**src/pkg/ssm_pkg.sv**
```systemverilog
// Constants and types for the synchronous serial port with I2C master engine.
// Assumes a single 10 MHz clock and an Avalon-MM register slave.
// Contract
// - Master: shift buffer write while bus not ready sets write collision flag.
// - Slave: buffer write during transmit sets write collision; software clears.
// - SPI: byte arrives with unread buffer sets overflow; master never does.
// - I2C: byte received with unread buffer sets overflow; software clears.
// - Port enable routes serial pins to the port, else general I/O.
// - SPI clock idles at the clock polarity bit level.
// - I2C slave holds SCL low while release bit is zero; master ignores it.
// - Codes 0000-0011 select SPI master at osc/4, /16, /64, timer two/2.
// - 0100 SPI slave with select; 0101 SPI slave without select.
// - 0110/0111 I2C slave 7/10-bit, 1000 I2C master; others reserved.
// - 1011, 1110, 1111 select software-driven master variants.
// - Enabled master accepts start, restart, write, stop, receive, acknowledge.
// - Buffer write before start completes is dropped and sets collision.
// - Master generates SCL and start/stop; repeated start keeps bus held.
// - Transmit sends address byte then data bytes, sampling acknowledge each.
// - Receive takes 8 bits, then drives the acknowledge bit.
// - Start request sets interrupt flag and waits start time first.
// - Slave acknowledge stored in bit 6 of control two; flag after ninth clock.
// - Stop request generates stop and raises flag when complete.
// - Generator loads low 7 reload bits on buffer write; stops, SCL holds.
// - Generator counts down to zero, two per instruction cycle, reload on SCL high.
// - SCL rate is oscillator over four times reload plus one.
package ssm_pkg;
  localparam logic [7:0] ADDR_CTRL   = 8'h14;
  localparam logic [7:0] ADDR_CTRL2  = 8'h18;
  localparam logic [7:0] ADDR_BUF    = 8'h1C;
  localparam logic [7:0] ADDR_RELOAD = 8'h20;
  localparam logic [7:0] ADDR_FLAGS  = 8'h24;
  localparam logic [7:0] ADDR_PINS   = 8'h28;
  localparam logic [7:0] CTRL_RESET   = 8'h00;
  localparam logic [7:0] CTRL2_RESET  = 8'h00;
  localparam logic [7:0] RELOAD_RESET = 8'h00;
  localparam int BIT_WRITE_COLLISION_FLAG = 7;
  localparam int BIT_OV   = 6;
  localparam int BIT_EN   = 5;
  localparam int BIT_CKP  = 4;
  localparam int BIT_ACKSTAT = 6;
  localparam int BIT_ACKDT   = 5;
  localparam int BIT_ACKEN   = 4;
  localparam int BIT_RCEN    = 3;
  localparam int BIT_STOPEN  = 2;
  localparam int BIT_RSTART  = 1;
  localparam int BIT_STARTEN = 0;
  // One generator tick per half instruction cycle (Q2 and Q4)
  localparam int CLK_PER_TICK = 2;
  localparam logic [3:0] MODE_SPI_M4   = 4'h0;
  localparam logic [3:0] MODE_SPI_M16  = 4'h1;
  localparam logic [3:0] MODE_SPI_M64  = 4'h2;
  localparam logic [3:0] MODE_SPI_MT2  = 4'h3;
  localparam logic [3:0] MODE_SPI_S_SS = 4'h4;
  localparam logic [3:0] MODE_SPI_S    = 4'h5;
  localparam logic [3:0] MODE_I2C_S7   = 4'h6;
  localparam logic [3:0] MODE_I2C_S10  = 4'h7;
  localparam logic [3:0] MODE_I2C_M    = 4'h8;
  localparam logic [3:0] MODE_FW_M     = 4'hB;
  localparam logic [3:0] MODE_FW_M7    = 4'hE;
  localparam logic [3:0] MODE_FW_M10   = 4'hF;

  typedef struct packed {
    logic       spi_master;
    logic       spi_slave;
    logic       use_ss;
    logic       i2c_slave;
    logic       i2c_master;
    logic       fw_master;
    logic       reserved;
  } ssm_mode_t;

  typedef struct packed {
    logic scl_o;
    logic scl_oe;
    logic sda_o;
    logic sda_oe;
  } ssm_i2c_drv_t;

  function automatic ssm_mode_t ssm_decode(input logic [3:0] m);
    ssm_mode_t d;
    d = '0;
    d.spi_master = (m <= MODE_SPI_MT2);
    d.spi_slave  = (m == MODE_SPI_S_SS) || (m == MODE_SPI_S);
    d.use_ss     = (m == MODE_SPI_S_SS);
    d.i2c_slave  = (m == MODE_I2C_S7) || (m == MODE_I2C_S10);
    d.i2c_master = (m == MODE_I2C_M);
    d.fw_master  = (m == MODE_FW_M) || (m == MODE_FW_M7) || (m == MODE_FW_M10);
    d.reserved   = !(d.spi_master | d.spi_slave | d.i2c_slave | d.i2c_master | d.fw_master);
    return d;
  endfunction : ssm_decode
endpackage : ssm_pkg

```
**src/core/ssm_top.sv**
```systemverilog
// Synchronous serial port control register and I2C master engine.
// Assumes an Avalon-MM master on clk_i and open-drain SDA/SCL outside.
`timescale 1ns/1ps
module ssm_top (
  // Clock and reset
  input  wire logic       clk_i,
  input  wire logic       reset_i,
  // Avalon-MM slave
  input  wire logic [7:0] avs_address_i,
  input  wire logic       avs_read_i,
  input  wire logic       avs_write_i,
  input  wire logic [31:0] avs_writedata_i,
  output logic [31:0]     avs_readdata_o,
  output logic            avs_waitrequest_o,
  // I2C pins
  input  wire logic       scl_i,
  output logic            scl_o,
  output logic            scl_oe_o,
  input  wire logic       sda_i,
  output logic            sda_o,
  output logic            sda_oe_o,
  // Pin routing and SPI side
  output logic            port_owns_pins_o,
  output logic            spi_clk_idle_o,
  output logic            ss_is_gpio_o,
  // Port events
  output logic            port_interrupt_flag_o,
  input  wire logic       slave_tx_busy_i,
  input  wire logic       spi_byte_in_i
);
  typedef enum logic [3:0] {
    ST_IDLE  = 4'b0000,
    ST_START = 4'b0001,
    ST_RS1   = 4'b0010,
    ST_BITLO = 4'b0011,
    ST_BITHI = 4'b0100,
    ST_ACKLO = 4'b0101,
    ST_ACKHI = 4'b0110,
    ST_STOP1 = 4'b0111,
    ST_STOP2 = 4'b1000,
    ST_HOLD  = 4'b1001
  } ssm_state_t;

  logic [7:0] sync_serial_control_ff;
  logic [7:0] second_control_register_ff;
  logic [7:0] shift_buffer_ff;
  logic [7:0] shift_register_ff;
  logic [7:0] reload_value_register_ff;
  logic       buf_full_ff;
  logic       port_interrupt_flag_ff;
  logic       rx_mode_ff;
  logic [3:0] bit_cnt_ff;
  ssm_state_t state_ff;
  ssm_pkg::ssm_i2c_drv_t drv_ff;
  logic       ack_done_ff;
  logic       wait_ff;
  logic [1:0] scl_rel_ff;
  logic [1:0] pins_s;
  logic       scl_s;
  logic       sda_s;
  logic       tick;
  logic       brg_load;
  logic       brg_run;
  ssm_pkg::ssm_mode_t mode;
  logic       master_on;
  logic       bus_busy;
  logic       acc;
  logic       wr_ctrl, wr_ctrl2, wr_buf, wr_rel, wr_flags, rd_buf;
  logic       buf_ok;
  logic       write_collision_flag_set, ov_set, sif_set;
  logic       rx_done;

  ssm_pin_sync u_sync (
    .clk_i   (clk_i),
    .reset_i (reset_i),
    .pin_i   ({scl_i, sda_i}),
    .pin_o   (pins_s)
  );
  assign scl_s = pins_s[1];
  assign sda_s = pins_s[0];

  assign mode      = ssm_pkg::ssm_decode(sync_serial_control_ff[3:0]);
  assign master_on = sync_serial_control_ff[ssm_pkg::BIT_EN] && (mode.i2c_master || mode.fw_master);
  assign bus_busy  = (state_ff != ST_IDLE) && (state_ff != ST_HOLD);

  // Bus slave: one wait cycle on every access, answered in the next
  always_ff @(posedge clk_i) begin
    if (reset_i) wait_ff <= 1'b0;
    else wait_ff <= (avs_read_i || avs_write_i) && !wait_ff;
  end
  assign avs_waitrequest_o = (avs_read_i || avs_write_i) && !wait_ff;
  assign acc      = wait_ff;
  assign wr_ctrl  = acc && avs_write_i && avs_address_i == ssm_pkg::ADDR_CTRL;
  assign wr_ctrl2 = acc && avs_write_i && avs_address_i == ssm_pkg::ADDR_CTRL2;
  assign wr_buf   = acc && avs_write_i && avs_address_i == ssm_pkg::ADDR_BUF;
  assign wr_rel   = acc && avs_write_i && avs_address_i == ssm_pkg::ADDR_RELOAD;
  assign wr_flags = acc && avs_write_i && avs_address_i == ssm_pkg::ADDR_FLAGS;
  assign rd_buf   = acc && avs_read_i && avs_address_i == ssm_pkg::ADDR_BUF;

  // Buffer write is accepted in master mode only when parked in ST_HOLD; in other modes unless a slave transmit is busy
  assign buf_ok = master_on ? (state_ff == ST_HOLD)
                            : !((mode.i2c_slave || mode.spi_slave) && slave_tx_busy_i);
  assign write_collision_flag_set = wr_buf && !buf_ok;
  assign rx_done  = (state_ff == ST_BITHI) && tick && rx_mode_ff && bit_cnt_ff == 4'h7;
  assign ov_set   = (mode.spi_slave && spi_byte_in_i && buf_full_ff)  || (rx_done && buf_full_ff);

  always_ff @(posedge clk_i) begin
    if (reset_i) avs_readdata_o <= 32'h0000_0000;
    else if (avs_read_i && !wait_ff) begin
      unique case (avs_address_i)
        ssm_pkg::ADDR_CTRL:   avs_readdata_o <= {24'h000000, sync_serial_control_ff};
        ssm_pkg::ADDR_CTRL2:  avs_readdata_o <= {24'h000000, second_control_register_ff};
        ssm_pkg::ADDR_BUF:    avs_readdata_o <= {24'h000000, shift_buffer_ff};
        ssm_pkg::ADDR_RELOAD: avs_readdata_o <= {24'h000000, reload_value_register_ff};
        ssm_pkg::ADDR_FLAGS:  avs_readdata_o <= {28'h0000000, state_ff == ST_HOLD, bus_busy,
                                                 buf_full_ff, port_interrupt_flag_ff};
        default:              avs_readdata_o <= 32'h0000_0000;
      endcase
    end
  end

  // Control register; hardware set wins over software write
  always_ff @(posedge clk_i) begin
    if (reset_i) sync_serial_control_ff <= ssm_pkg::CTRL_RESET;
    else begin
      if (wr_ctrl) sync_serial_control_ff <= avs_writedata_i[7:0];
      if (write_collision_flag_set) sync_serial_control_ff[ssm_pkg::BIT_WRITE_COLLISION_FLAG] <= 1'b1;
      if (ov_set) sync_serial_control_ff[ssm_pkg::BIT_OV] <= 1'b1;
    end
  end

  always_ff @(posedge clk_i) begin
    if (reset_i) reload_value_register_ff <= ssm_pkg::RELOAD_RESET;
    else if (wr_rel) reload_value_register_ff <= avs_writedata_i[7:0];
  end

  // Pin routing and SPI / slave pin behaviour
  assign port_owns_pins_o = sync_serial_control_ff[ssm_pkg::BIT_EN];
  assign spi_clk_idle_o   = sync_serial_control_ff[ssm_pkg::BIT_CKP];
  assign ss_is_gpio_o     = !mode.use_ss;

  // SCL released for two cycles; only then does a low level mean stretching
  always_ff @(posedge clk_i) begin
    if (reset_i) scl_rel_ff <= 2'h0;
    else scl_rel_ff <= {scl_rel_ff[0], drv_ff.scl_o};
  end

  // Generator runs while an operation is on the bus
  assign brg_load = (wr_buf && buf_ok && master_on) || !bus_busy || (tick && bus_busy)
                    || ((state_ff == ST_BITHI || state_ff == ST_ACKHI) && scl_rel_ff[1] && drv_ff.scl_o
                        && !scl_s);
  assign brg_run  = bus_busy;
  ssm_rate_gen u_brg (
    .clk_i    (clk_i),
    .reset_i  (reset_i),
    .load_i   (brg_load),
    .run_i    (brg_run),
    .reload_i (reload_value_register_ff[6:0]),
    .expire_o (tick)
  );

  // Master sequencer
  always_ff @(posedge clk_i) begin
    if (reset_i || !master_on) begin
      state_ff   <= ST_IDLE;
      drv_ff     <= '{scl_o: 1'b1, scl_oe: 1'b0, sda_o: 1'b1, sda_oe: 1'b0};
      bit_cnt_ff <= 4'h0;
      rx_mode_ff <= 1'b0;
      shift_register_ff <= 8'h00;
      ack_done_ff <= 1'b0;
    end else begin
      ack_done_ff <= 1'b0;
      unique case (state_ff)
        ST_IDLE, ST_HOLD: begin
          if (second_control_register_ff[ssm_pkg::BIT_STARTEN]) begin
            drv_ff.sda_o <= 1'b0;
            drv_ff.sda_oe <= 1'b1;
            state_ff <= ST_START;
          end else if (second_control_register_ff[ssm_pkg::BIT_RSTART] && state_ff == ST_HOLD) begin
            drv_ff.sda_o <= 1'b1;
            drv_ff.scl_o <= 1'b0;
            state_ff <= ST_RS1;
          end else if (second_control_register_ff[ssm_pkg::BIT_STOPEN] && state_ff == ST_HOLD) begin
            drv_ff.sda_o <= 1'b0;
            drv_ff.scl_o <= 1'b0;
            state_ff <= ST_STOP1;
          end else if (wr_buf && buf_ok) begin
            shift_register_ff <= avs_writedata_i[7:0];
            rx_mode_ff <= 1'b0;
            bit_cnt_ff <= 4'h0;
            drv_ff.scl_o <= 1'b0;
            state_ff <= ST_BITLO;
          end else if (state_ff == ST_HOLD && second_control_register_ff[ssm_pkg::BIT_RCEN]) begin
            rx_mode_ff <= 1'b1;
            bit_cnt_ff <= 4'h0;
            drv_ff.sda_o <= 1'b1;
            drv_ff.scl_o <= 1'b0;
            state_ff <= ST_BITLO;
          end else if (state_ff == ST_HOLD && second_control_register_ff[ssm_pkg::BIT_ACKEN]) begin
            drv_ff.sda_o <= second_control_register_ff[ssm_pkg::BIT_ACKDT];
            drv_ff.scl_o <= 1'b0;
            state_ff <= ST_ACKLO;
          end
        end
        ST_START, ST_RS1: if (tick) begin
          if (state_ff == ST_RS1 && drv_ff.scl_o == 1'b0) drv_ff.scl_o <= 1'b1;
          else if (state_ff == ST_RS1 && drv_ff.sda_o) drv_ff.sda_o <= 1'b0;
          else begin
            drv_ff.scl_o <= 1'b0;
            state_ff <= ST_HOLD;
          end
        end
        // SDA moves a cycle into the low phase, never together with SCL
        ST_BITLO: if (tick) begin
          drv_ff.scl_o <= 1'b1;
          state_ff <= ST_BITHI;
        end else drv_ff.sda_o <= rx_mode_ff || shift_register_ff[7];
        ST_BITHI: if (tick) begin
          shift_register_ff <= {shift_register_ff[6:0], sda_s};
          drv_ff.scl_o <= 1'b0;
          bit_cnt_ff <= bit_cnt_ff + 4'h1;
          if (bit_cnt_ff == 4'h7) begin
            if (rx_mode_ff) state_ff <= ST_HOLD;
            else state_ff <= ST_ACKLO;
          end else state_ff <= ST_BITLO;
        end
        ST_ACKLO: if (tick) begin
          drv_ff.scl_o <= 1'b1;
          state_ff <= ST_ACKHI;
        end else if (!rx_mode_ff) drv_ff.sda_o <= 1'b1;
        ST_ACKHI: if (tick) begin
          drv_ff.scl_o <= 1'b0;
          ack_done_ff <= !rx_mode_ff;
          rx_mode_ff <= 1'b0;
          state_ff <= ST_HOLD;
        end
        ST_STOP1: if (tick) begin
          drv_ff.scl_o <= 1'b1;
          state_ff <= ST_STOP2;
        end
        ST_STOP2: if (tick) begin
          drv_ff.sda_o <= 1'b1;
          drv_ff.sda_oe <= 1'b0;
          state_ff <= ST_IDLE;
        end
        default: state_ff <= ST_IDLE;
      endcase
    end
  end

  // Second control register: request bits self-clear on completion
  always_ff @(posedge clk_i) begin
    if (reset_i) second_control_register_ff <= ssm_pkg::CTRL2_RESET;
    else begin
      if (wr_ctrl2) second_control_register_ff[5:0] <= avs_writedata_i[5:0];
      if (state_ff == ST_START && tick && master_on) second_control_register_ff[ssm_pkg::BIT_STARTEN] <= 1'b0;
      if (state_ff == ST_RS1 && tick && !drv_ff.sda_o) second_control_register_ff[ssm_pkg::BIT_RSTART] <= 1'b0;
      if (state_ff == ST_STOP2 && tick) second_control_register_ff[ssm_pkg::BIT_STOPEN] <= 1'b0;
      if (rx_done) second_control_register_ff[ssm_pkg::BIT_RCEN] <= 1'b0;
      if (state_ff == ST_ACKHI && tick && rx_mode_ff)
        second_control_register_ff[ssm_pkg::BIT_ACKEN] <= 1'b0;
      if (state_ff == ST_ACKHI && tick && !rx_mode_ff)
        second_control_register_ff[ssm_pkg::BIT_ACKSTAT] <= sda_s;
    end
  end

  // Receive buffer and interrupt flag; set wins over clear
  assign sif_set = (state_ff == ST_START && tick)  || (state_ff == ST_ACKHI && tick)
                   || (state_ff == ST_STOP2 && tick)  || rx_done || (state_ff == ST_RS1 && tick
                   && !drv_ff.sda_o);
  always_ff @(posedge clk_i) begin
    if (reset_i) begin
      shift_buffer_ff <= 8'h00;
      buf_full_ff <= 1'b0;
    end else begin
      if (wr_buf && buf_ok) shift_buffer_ff <= avs_writedata_i[7:0];
      if (rx_done && !buf_full_ff) shift_buffer_ff <= {shift_register_ff[6:0], sda_s};
      if (rx_done || ((mode.spi_master || mode.spi_slave) && spi_byte_in_i)) buf_full_ff <= 1'b1;
      else if (rd_buf) buf_full_ff <= 1'b0;
    end
  end
  always_ff @(posedge clk_i) begin
    if (reset_i) port_interrupt_flag_ff <= 1'b0;
    else if (sif_set) port_interrupt_flag_ff <= 1'b1;
    else if (wr_flags && avs_writedata_i[0]) port_interrupt_flag_ff <= 1'b0;
  end
  assign port_interrupt_flag_o = port_interrupt_flag_ff;

  // Open-drain drive; slave mode stretches SCL while release bit is low
  always_comb begin
    scl_o    = 1'b0;
    sda_o    = 1'b0;
    sda_oe_o = master_on && drv_ff.sda_oe && !drv_ff.sda_o;
    scl_oe_o = master_on ? (state_ff != ST_IDLE && !drv_ff.scl_o)
                         : (sync_serial_control_ff[ssm_pkg::BIT_EN] && mode.i2c_slave
                            && !sync_serial_control_ff[ssm_pkg::BIT_CKP]);
  end

  property p_write_collision_flag;
    @(posedge clk_i) disable iff (reset_i) (write_collision_flag_set && !reset_i) |=> sync_serial_control_ff[7];
  endproperty
  a_write_collision_flag: assert property (p_write_collision_flag) else $error("collision flag not set");
  property p_drop;
    @(posedge clk_i) disable iff (reset_i) (wr_buf && master_on && state_ff == ST_START) |=> state_ff != ST_BITLO;
  endproperty
  a_drop: assert property (p_drop) else $error("write not dropped during start");
  property p_ov;
    @(posedge clk_i) disable iff (reset_i) (rx_done && buf_full_ff) |=> sync_serial_control_ff[6];
  endproperty
  a_ov: assert property (p_ov) else $error("overflow not flagged");
  property p_stretch;
    @(posedge clk_i) disable iff (reset_i) (!master_on && mode.i2c_slave && sync_serial_control_ff[5]
      && !sync_serial_control_ff[4]) |-> scl_oe_o;
  endproperty
  a_stretch: assert property (p_stretch) else $error("SCL not stretched");
  property p_start_flag;
    @(posedge clk_i) disable iff (reset_i) (state_ff == ST_START && tick) |=> port_interrupt_flag_ff
      && !second_control_register_ff[0];
  endproperty
  a_start_flag: assert property (p_start_flag) else $error("start completion missing");
  property p_ackstat;
    @(posedge clk_i) disable iff (reset_i) (state_ff == ST_ACKHI && tick && !rx_mode_ff && master_on)
      |=> second_control_register_ff[6] == $past(sda_s) && state_ff == ST_HOLD;
  endproperty
  a_ackstat: assert property (p_ackstat) else $error("acknowledge not stored");
  property p_stop;
    @(posedge clk_i) disable iff (reset_i) (state_ff == ST_STOP2 && tick && master_on) |=> state_ff == ST_IDLE
      && !sda_oe_o && port_interrupt_flag_ff;
  endproperty
  a_stop: assert property (p_stop) else $error("stop incomplete");
  property p_route;
    @(posedge clk_i) disable iff (reset_i) !sync_serial_control_ff[5] |-> !scl_oe_o && !sda_oe_o;
  endproperty
  a_route: assert property (p_route) else $error("pins driven while disabled");
  c_start: cover property (@(posedge clk_i) disable iff (reset_i) state_ff == ST_START ##[1:400] state_ff == ST_HOLD);
  c_byte: cover property (@(posedge clk_i) disable iff (reset_i) ack_done_ff);
  c_stop: cover property (@(posedge clk_i) disable iff (reset_i) state_ff == ST_STOP2 ##1 state_ff == ST_IDLE);
endmodule : ssm_top

```
**src/core/ssm_rate_gen.sv**
```systemverilog
// Down-counting SCL rate generator, two decrements per instruction cycle.
// Assumes reload and controls come from the same clock domain.
`timescale 1ns/1ps
module ssm_rate_gen (
  // Clock and reset
  input  wire logic       clk_i,
  input  wire logic       reset_i,
  // Control
  input  wire logic       load_i,
  input  wire logic       run_i,
  input  wire logic [6:0] reload_i,
  // Status
  output logic            expire_o
);
  logic [6:0] cnt_ff;
  logic       ph_ff;

  // Phase toggle stands in for Q2/Q4
  always_ff @(posedge clk_i) begin
    if (reset_i || !run_i) ph_ff <= 1'b0;
    else ph_ff <= ~ph_ff;
  end

  always_ff @(posedge clk_i) begin
    if (reset_i) cnt_ff <= 7'h00;
    else if (load_i) cnt_ff <= reload_i;
    else if (run_i && ph_ff && cnt_ff != 7'h00) cnt_ff <= cnt_ff - 7'h01;
  end

  assign expire_o = run_i && ph_ff && cnt_ff == 7'h00;

  property p_hold_zero;
    @(posedge clk_i) disable iff (reset_i) (cnt_ff == 7'h00 && !load_i) |=> cnt_ff == 7'h00;
  endproperty
  a_hold_zero: assert property (p_hold_zero) else $error("generator left zero without reload");
endmodule : ssm_rate_gen

```
**src/core/ssm_pin_sync.sv**
```systemverilog
// Two-flop synchroniser for the SDA and SCL pin levels.
// Assumes pins are asynchronous to clk_i.
`timescale 1ns/1ps
module ssm_pin_sync (
  // Clock and reset
  input  wire logic       clk_i,
  input  wire logic       reset_i,
  // Pins
  input  wire logic [1:0] pin_i,
  output logic      [1:0] pin_o
);
  logic [1:0] s1_ff;
  logic [1:0] s2_ff;
  always_ff @(posedge clk_i) begin
    if (reset_i) begin
      s1_ff <= 2'h3;
      s2_ff <= 2'h3;
    end else begin
      s1_ff <= pin_i;
      s2_ff <= s1_ff;
    end
  end
  assign pin_o = s2_ff;
endmodule : ssm_pin_sync

```
**config.mk**
```make
export PLATFORM = sky130hd
export DESIGN_NAME = ssm_top
export DESIGN_NICKNAME = d
export VERILOG_FILES = /design/src/pkg/ssm_pkg.sv /design/src/core/ssm_top.sv /design/src/core/ssm_rate_gen.sv /design/src/core/ssm_pin_sync.sv
export SDC_FILE = /design/constraint.sdc
export NUM_CORES = 1
export LEC_CHECK = 0
export BUFFER_PORTS_ARGS = -buffer_cell sky130_fd_sc_hd__buf_4
export CAP_MARGIN = 20
export CORE_ASPECT_RATIO = 1.25
export CORE_UTILIZATION = 35
export CTS_BUF_LIST = sky130_fd_sc_hd__clkbuf_8 sky130_fd_sc_hd__clkbuf_16
export CTS_CLUSTER_SIZE = 25
export DETAILED_ROUTE_END_ITERATION = 8
export GPL_ROUTABILITY_DRIVEN = 0
export MAX_ROUTING_LAYER = met4
export PLACE_DENSITY = 0.65
export SLEW_MARGIN = 20
export SYNTH_ARGS = -nofsm -noshare
export SYNTH_HDL_FRONTEND = slang
export SYNTH_SLANG_ARGS = --single-unit
```
**constraint.sdc**
```tcl
create_clock -name clk_i -period 2.7 [get_ports clk_i]
set_input_delay 0 -clock clk_i [delete_from_list [all_inputs] [get_ports clk_i]]
set_output_delay 0 -clock clk_i [all_outputs]
set_load 0.01 [all_outputs]
```
## Word-level counts from Yosys, hierarchy flattened

Cells that the tools add are included.

| storage, ports and cells | value |
|---|---|
| bits in registers | 100 |
| bits of input ports | 48 |
| output and inout bits | 41 |
| logic and storage cells | 276 |

| cells by class | value |
|---|---|
| add/sub/neg operators | 2 |
| magnitude comparators | 1 |
| equality and inequality tests | 50 |
| muxes and demuxes | 78 |
| bitwise operators | 2 |
| reductions and logical operators | 115 |

Operators with widths:

| cell | number |
|---|---|
| 4-bit two-way mux | 23 |
| 8-bit two-way mux | 7 |
| 1-bit logical AND | 51 |
| 8-bit one-hot mux with 5 select lines | 1 |
| 1-bit two-way mux | 37 |
| 4-bit by 3-bit == test with 1-bit output (second input constant) | 9 |
| 2-bit != test (second input constant) | 18 |
| 4-bit one-hot mux with 8 select lines | 1 |
| 4-bit == test (second input constant) | 6 |
| 8-bit by 5-bit == test with 1-bit output (second input constant) | 3 |
| 1-bit logical OR | 21 |
| 10-bit AND reduction | 2 |
| 6-bit AND reduction | 3 |
| 2-bit nonzero test | 9 |
| 8-bit by 6-bit == test with 1-bit output (second input constant) | 2 |
| 8-bit one-hot mux with 2 select lines | 1 |
| 2-bit OR reduction | 8 |
| 7-bit two-way mux | 2 |
| 1-bit logical NOT | 12 |
| 6-bit != test (second input constant) | 2 |
| 4-bit by 2-bit == test with 1-bit output (second input constant) | 2 |
| 4-bit one-hot mux with 2 select lines | 1 |
| 4-bit nonzero test | 2 |
| 7-bit logical NOT | 1 |
| other kinds (20) | 24 |

## Depth between registers and ports, before layout

| logic depth | value |
|---|---|
| depth after elaboration | 12 |
| gate-level depth with buffers | 10 |

## Cells and area by module

Synthesis repeated with hierarchy kept, for this count alone.

| second synthesis, totals | value |
|---|---|
| cell total of the unflattened synthesis | 547 |
| area total of the unflattened synthesis | 4526.8 µm² |

Modules (own cells, without submodules):

| module | instances | cells each | area an instance (µm²) | sequential area each (µm²) |
|---|---|---|---|---|
| ssm_top | 1 | 477 | 3888.7 | 1281.2 |
| ssm_rate_gen | 1 | 62 | 533.0 | 160.2 |
| ssm_pin_sync | 1 | 8 | 105.1 | 80.1 |

## Worst setup path before layout

Ideal clock, no wire load.

| path | value |
|---|---|
| path type | reg-to-reg |
| start | register u_brg.cnt_ff[0] |
| end | register u_brg.cnt_ff[3] |
| library setup time | 0.128 ns |
| arrival time | 1.954 ns |
| required time | 2.572 ns |
| setup slack | 0.619 ns |
| cell stages (with the launch flop) | 9 |
| clock period less this slack | 2.081 ns |
| path through | dfxtp_1 inv_1 ha_1 nor3b_1 and2_0 nor3_2 mux2_2 a22oi_1 nor2_1 |

| between the ends | value |
|---|---|
| cells in the longest elaborated chain, start to end | 6 |

Ends and longest elaborated chain:

| item | line | source |
|---|---|---|
| from (decl) | ssm_rate_gen.sv:15 | `logic [6:0] cnt_ff;` |
| from (signal assigned) | ssm_rate_gen.sv:26 | `else if (load_i) cnt_ff <= reload_i;` |
| from (signal assigned) | ssm_rate_gen.sv:27 | `else if (run_i && ph_ff && cnt_ff != 7'h00) cnt_ff <= cnt_ff - 7'h01;` |
| branches (longest 6 deep; another with 7-bit by 1-bit subtractor with 7-bit output) | - |  |

Parallel ways; which one is timed is not known. The select of a mux whose other input is x is not followed.
A chain may end at the register's enable or synchronous reset.

## Final worst setup path

| path | value |
|---|---|
| start | register sync_serial_control_ff[3] |
| end | register shift_register_ff[6] |

| between the ends | value |
|---|---|
| cells in the longest elaborated chain, start to end | 9 |

Ends and longest elaborated chain:

| item | line | source |
|---|---|---|
| from (decl) | ssm_top.sv:44 | `logic [7:0] sync_serial_control_ff;` |
| from (signal assigned) | ssm_top.sv:124 | `if (reset_i) sync_serial_control_ff <= ssm_pkg::CTRL_RESET;` |
| from (signal assigned) | ssm_top.sv:126 | `if (wr_ctrl) sync_serial_control_ff <= avs_writedata_i[7:0];` |
| 4-bit by 3-bit == test with 1-bit output (tied with other cells) | ssm_pkg.sv:85 | `d.i2c_slave = (m == MODE_I2C_S7) \|\| (m == MODE_I2C_S10);` |
| 1-bit logical OR, on equally long branches | ssm_pkg.sv:85, ssm_pkg.sv:83, ssm_pkg.sv:87 |  |
| 1-bit logical OR, on equally long branches | ssm_top.sv:102, ssm_pkg.sv:87 |  |
| 1-bit logical AND / 1-bit logical OR (equally long branches) | ssm_top.sv:102, ssm_top.sv:83 |  |
| 1-bit logical NOT / 1-bit logical AND (equally long branches) | ssm_top.sv:102, ssm_top.sv:83 |  |
| 1-bit two-way mux | ssm_top.sv:101 | `assign buf_ok = master_on ? (state_ff == ST_HOLD)` |
| 1-bit logical AND | ssm_top.sv:187 | `end else if (wr_buf && buf_ok) begin` |
| 2-bit != test (no source line) | - |  |
| 6-bit AND reduction (no source line) | - |  |
| to (signal assigned) | ssm_top.sv:188 | `shift_register_ff <= avs_writedata_i[7:0];` |
| to (signal assigned) | ssm_top.sv:219 | `shift_register_ff <= {shift_register_ff[6:0], sda_s};` |
| to (decl) | ssm_top.sv:47 | `logic [7:0] shift_register_ff;` |

Several ways; a longest one is shown, not always the timed one.

==> impl_metrics.ini <==
[floorplanning]
start_util = 0.363
rows = 44
die_h_um = 126
dieWidth_um = 101
dieArea_um2 = 12700
pin_count = 89
core_region_area_um2 = 11800

[power_and_ir_drop]
irDropWorstVdd_uv = 339
p_comb_frac = 0.054
p_int_mw = 2.03
p_sw_frac = 0.226
p_switching_uw = 592
p_leak_nw = 1.95
power_density_nw_per_um2 = 517
p_clk_frac = 0.513
seqPwrFrac = 0.434

[timing]
setup-violations-final = 0
layout_setup_ws_ns = 0.237
timing.final.hold_violations = 0
whs_ns = 0.0162
slew_headroom = 0.503
tightest_slew_ns = 0.745
layout_min_cycle_time_ns = 2.46
max_freq_mhz = 406
rsz0062_at_grt = false
tns_ns = 0
slew_viol_final = 0
finalClockSkew_ns = 0.00384
period_share = 0.912

[cts]
clkSinkCount = 76
cts_buffers = 9
clk_latency_ns = 0.34
post_cts_buffers = 0
clk_pin_slew_ns = 0.06
tritoncts = yes
cts_root_buf = clkbuf_16
htreeDepth = 3
cts_buffer_depth = 2
cts_hold_repair.buffers = 13
ctsResizeCount = 0

[worst_setup_path]
cp-start-kind = register
path_cells = and3b_1 -> nor4_1 -> o211ai_1 -> a22oi_4 -> nor2_1 -> a211oi_1
critPathArrivalTime_ns = 2.70
path_buf_inv = 0
crit_family = compound AO/OA/AOI/OAI gates
critPathLaunch = sync_serial_control_ff[3]
crit_fanout = 16
crit-reg2reg-launch = sync_serial_control_ff[3]
cpMaxStageDelayCell = dfxtp_1
crit_path_end_kind = register
crit_required_ns = 2.94
slowest_delay_ns = 0.51
criticalPathCategory = reg -> reg
worstRegToRegCells = 6
crit_cells = 6

[global_routing]
grt_first_pass_wirelength_um = 19200
grt_busiest_layer = met2
grt_use_met1 = 0.237
grt_util_all_layers = 0.200
grtUsageMet2 = 0.328
grt_max_degree = 59
use_met3 = 0.0274
grt_pass1_vias = 3747
grt-ovfl-total = 0
antenna_found_initial = 0

[synth]
synth-async-reset-ratio = 0
synth_top_area_frac = 0.356
synth.distinct_cells = 64
ys_ff_latch = 76
seq_area_frac_synth = 0.356
synth-main-ff-cell = dfxtp_1
post-synth-top-count-cell = nor2_1
synth_area_um2 = 4280
synthTopCellsByCount = 79 x nor2_1, 76 x dfxtp_1, 47 x mux2i_1, 28 x nand2_1, 26 x buf_4
ys_top_cells_by_area = dfxtp_1 36%, mux2i_1 11%, nor2_1 6.9%
avgSynthCellArea_um2 = 8.34
post-synth-top-area-cell = dfxtp_1
yosys_warnings = 0
synth_edf_count = 0
synthCells = 513

[place]
place_hpwl_um = 8390
io_buffers = 38
placed_cell_area_um2 = 4620
pre_cts_ws_ns = 0.321
dp.cells = 692

[cells_and_area]
stdcell_count = 721
antenna_cells = 0
final_cell_area_um2 = 5080
final_nets = 605
n_fill_cell = 1188
drive_gt1_frac = 0.157
area_growth_syn_to_layout_pct = 18.8

[status]
status = complete, no violations

[run]
cap_violations = 0

[worst_hold_path]
min_from = avs_write_i
hp-class = in -> reg
holdPathStages = 4

[routing]
vias = 3932
wirelength_um = 11700
drtPass1Iterations = 5
wire_per_inst_um = 16.3
drt-initial-drc-count = 350
via_per_inst = 5.45
post-route-drc-count = 0
final_antenna_net_count = 0
flip-flops by register name, indices dropped and copies added (netlist names):
| signal | flops |
|---|---|
| acc | 1 |
| scl_rel_ff | 2 |
| rx_mode_ff | 1 |
| second_control_register_ff | 7 |
| shift_register_ff | 8 |
| buf_full_ff | 1 |
| avs_readdata_o | 8 |
| sync_serial_control_ff | 8 |
| u_brg.cnt_ff | 7 |
| bit_cnt_ff | 4 |
| state_ff | 4 |
| u_sync.s1_ff | 2 |
| shift_buffer_ff | 8 |
| drv_ff | 3 |
| u_sync.pin_o | 2 |
| u_brg.ph_ff | 1 |
| port_interrupt_flag_o | 1 |
| reload_value_register_ff | 8 |
power groups by stage:
| stage | logic (mW) | clock network [mW] | registers (mW) |
|---|---|---|---|
| 3_5_place_dp | 0.124 | 0 | 1.16 |
| 5_1_grt | 0.154 | 1.42 | 1.14 |
| 3_3_place_gp | 0.123 | 0 | 1.16 |
| 6_report | 0.141 | 1.35 | 1.14 |
| 2_1_floorplan | 0.0956 | 0 | 1.16 |
| 4_1_cts | 0.139 | 1.37 | 1.14 |
cell families after synthesis:
kind of cell / share of synthesized area
flip-flops: 0.356
buffers and inverters: 0.0816
other: 0.000877
adder cells (fa/ha/maj): 0.00585
AO/OA/AOI/OAI: 0.197
XOR/XNOR: 0.00410
AND/OR/NAND/NOR: 0.231
multiplexers: 0.123
through the flow:
stage | total power, mW | utilization
floorplan | 1.26 | -
global placement | 1.29 | 0.392
detailed placement | 1.29 | 0.392
CTS | 2.65 | 0.431
global route | 2.71 | 0.431
finish | 2.63 | 0.431
per-layer routing:
metal | vias to the layer above | share of wire
met5 | - | 0
met4 | 0 | 0.031
met3 | 28 | 0.039
met2 | 139 | 0.50
met1 | 1857 | 0.43
li1 | 1908 | -
tightest hold or removal path, stage by stage:
cell and delay (ns):
buf_4 0.10, nand4_1 0.09, nand2_1 0.07, a21oi_1 0.05
final timing paths:
kind | to | slack, ns
worst min register to register | u_sync.pin_o[0] | 0.41
worst max register to register | shift_register_ff[6] | 0.24
worst max-delay path | shift_register_ff[6] | 0.24
worst min-delay path | port_interrupt_flag_o | 0.02
cell usage in the layout (no fill, tap or decap), types with 3 or more instances in the layout:
cell	instances
clkbuf_16	9
nand4_1	3
or2_2	6
o211ai_1	5
nand2b_1	8
a22oi_1	10
nand3_1	13
nor4_1	4
nor2_1	79
mux2_2	5
o2bb2ai_1	4
a31oi_1	4
a221oi_1	5
nor3_1	17
or3_1	5
nor2b_1	9
nand2_1	28
o21ai_0	21
dfxtp_1	76
a211oi_1	25
buf_4	49
dlygate4sd3_1	13
conb_1	26
nand3b_1	3
mux2i_1	47
inv_1	7
a21oi_1	24
final cells by class:
cell class | count | area [um2] | share of cell area
clock buffer | 10 | 239 | 0.0470
tap | 161 | 201 | 0.0396
multi-input combinational | 399 | 2500 | 0.492
sequential | 76 | 1520 | 0.299
clock inverter | 6 | 95.1 | 0.0187
timing repair buffer | 62 | 498 | 0.0980
inverter | 7 | 26.3 | 0.00517
Power figures use the tool's default switching activity.
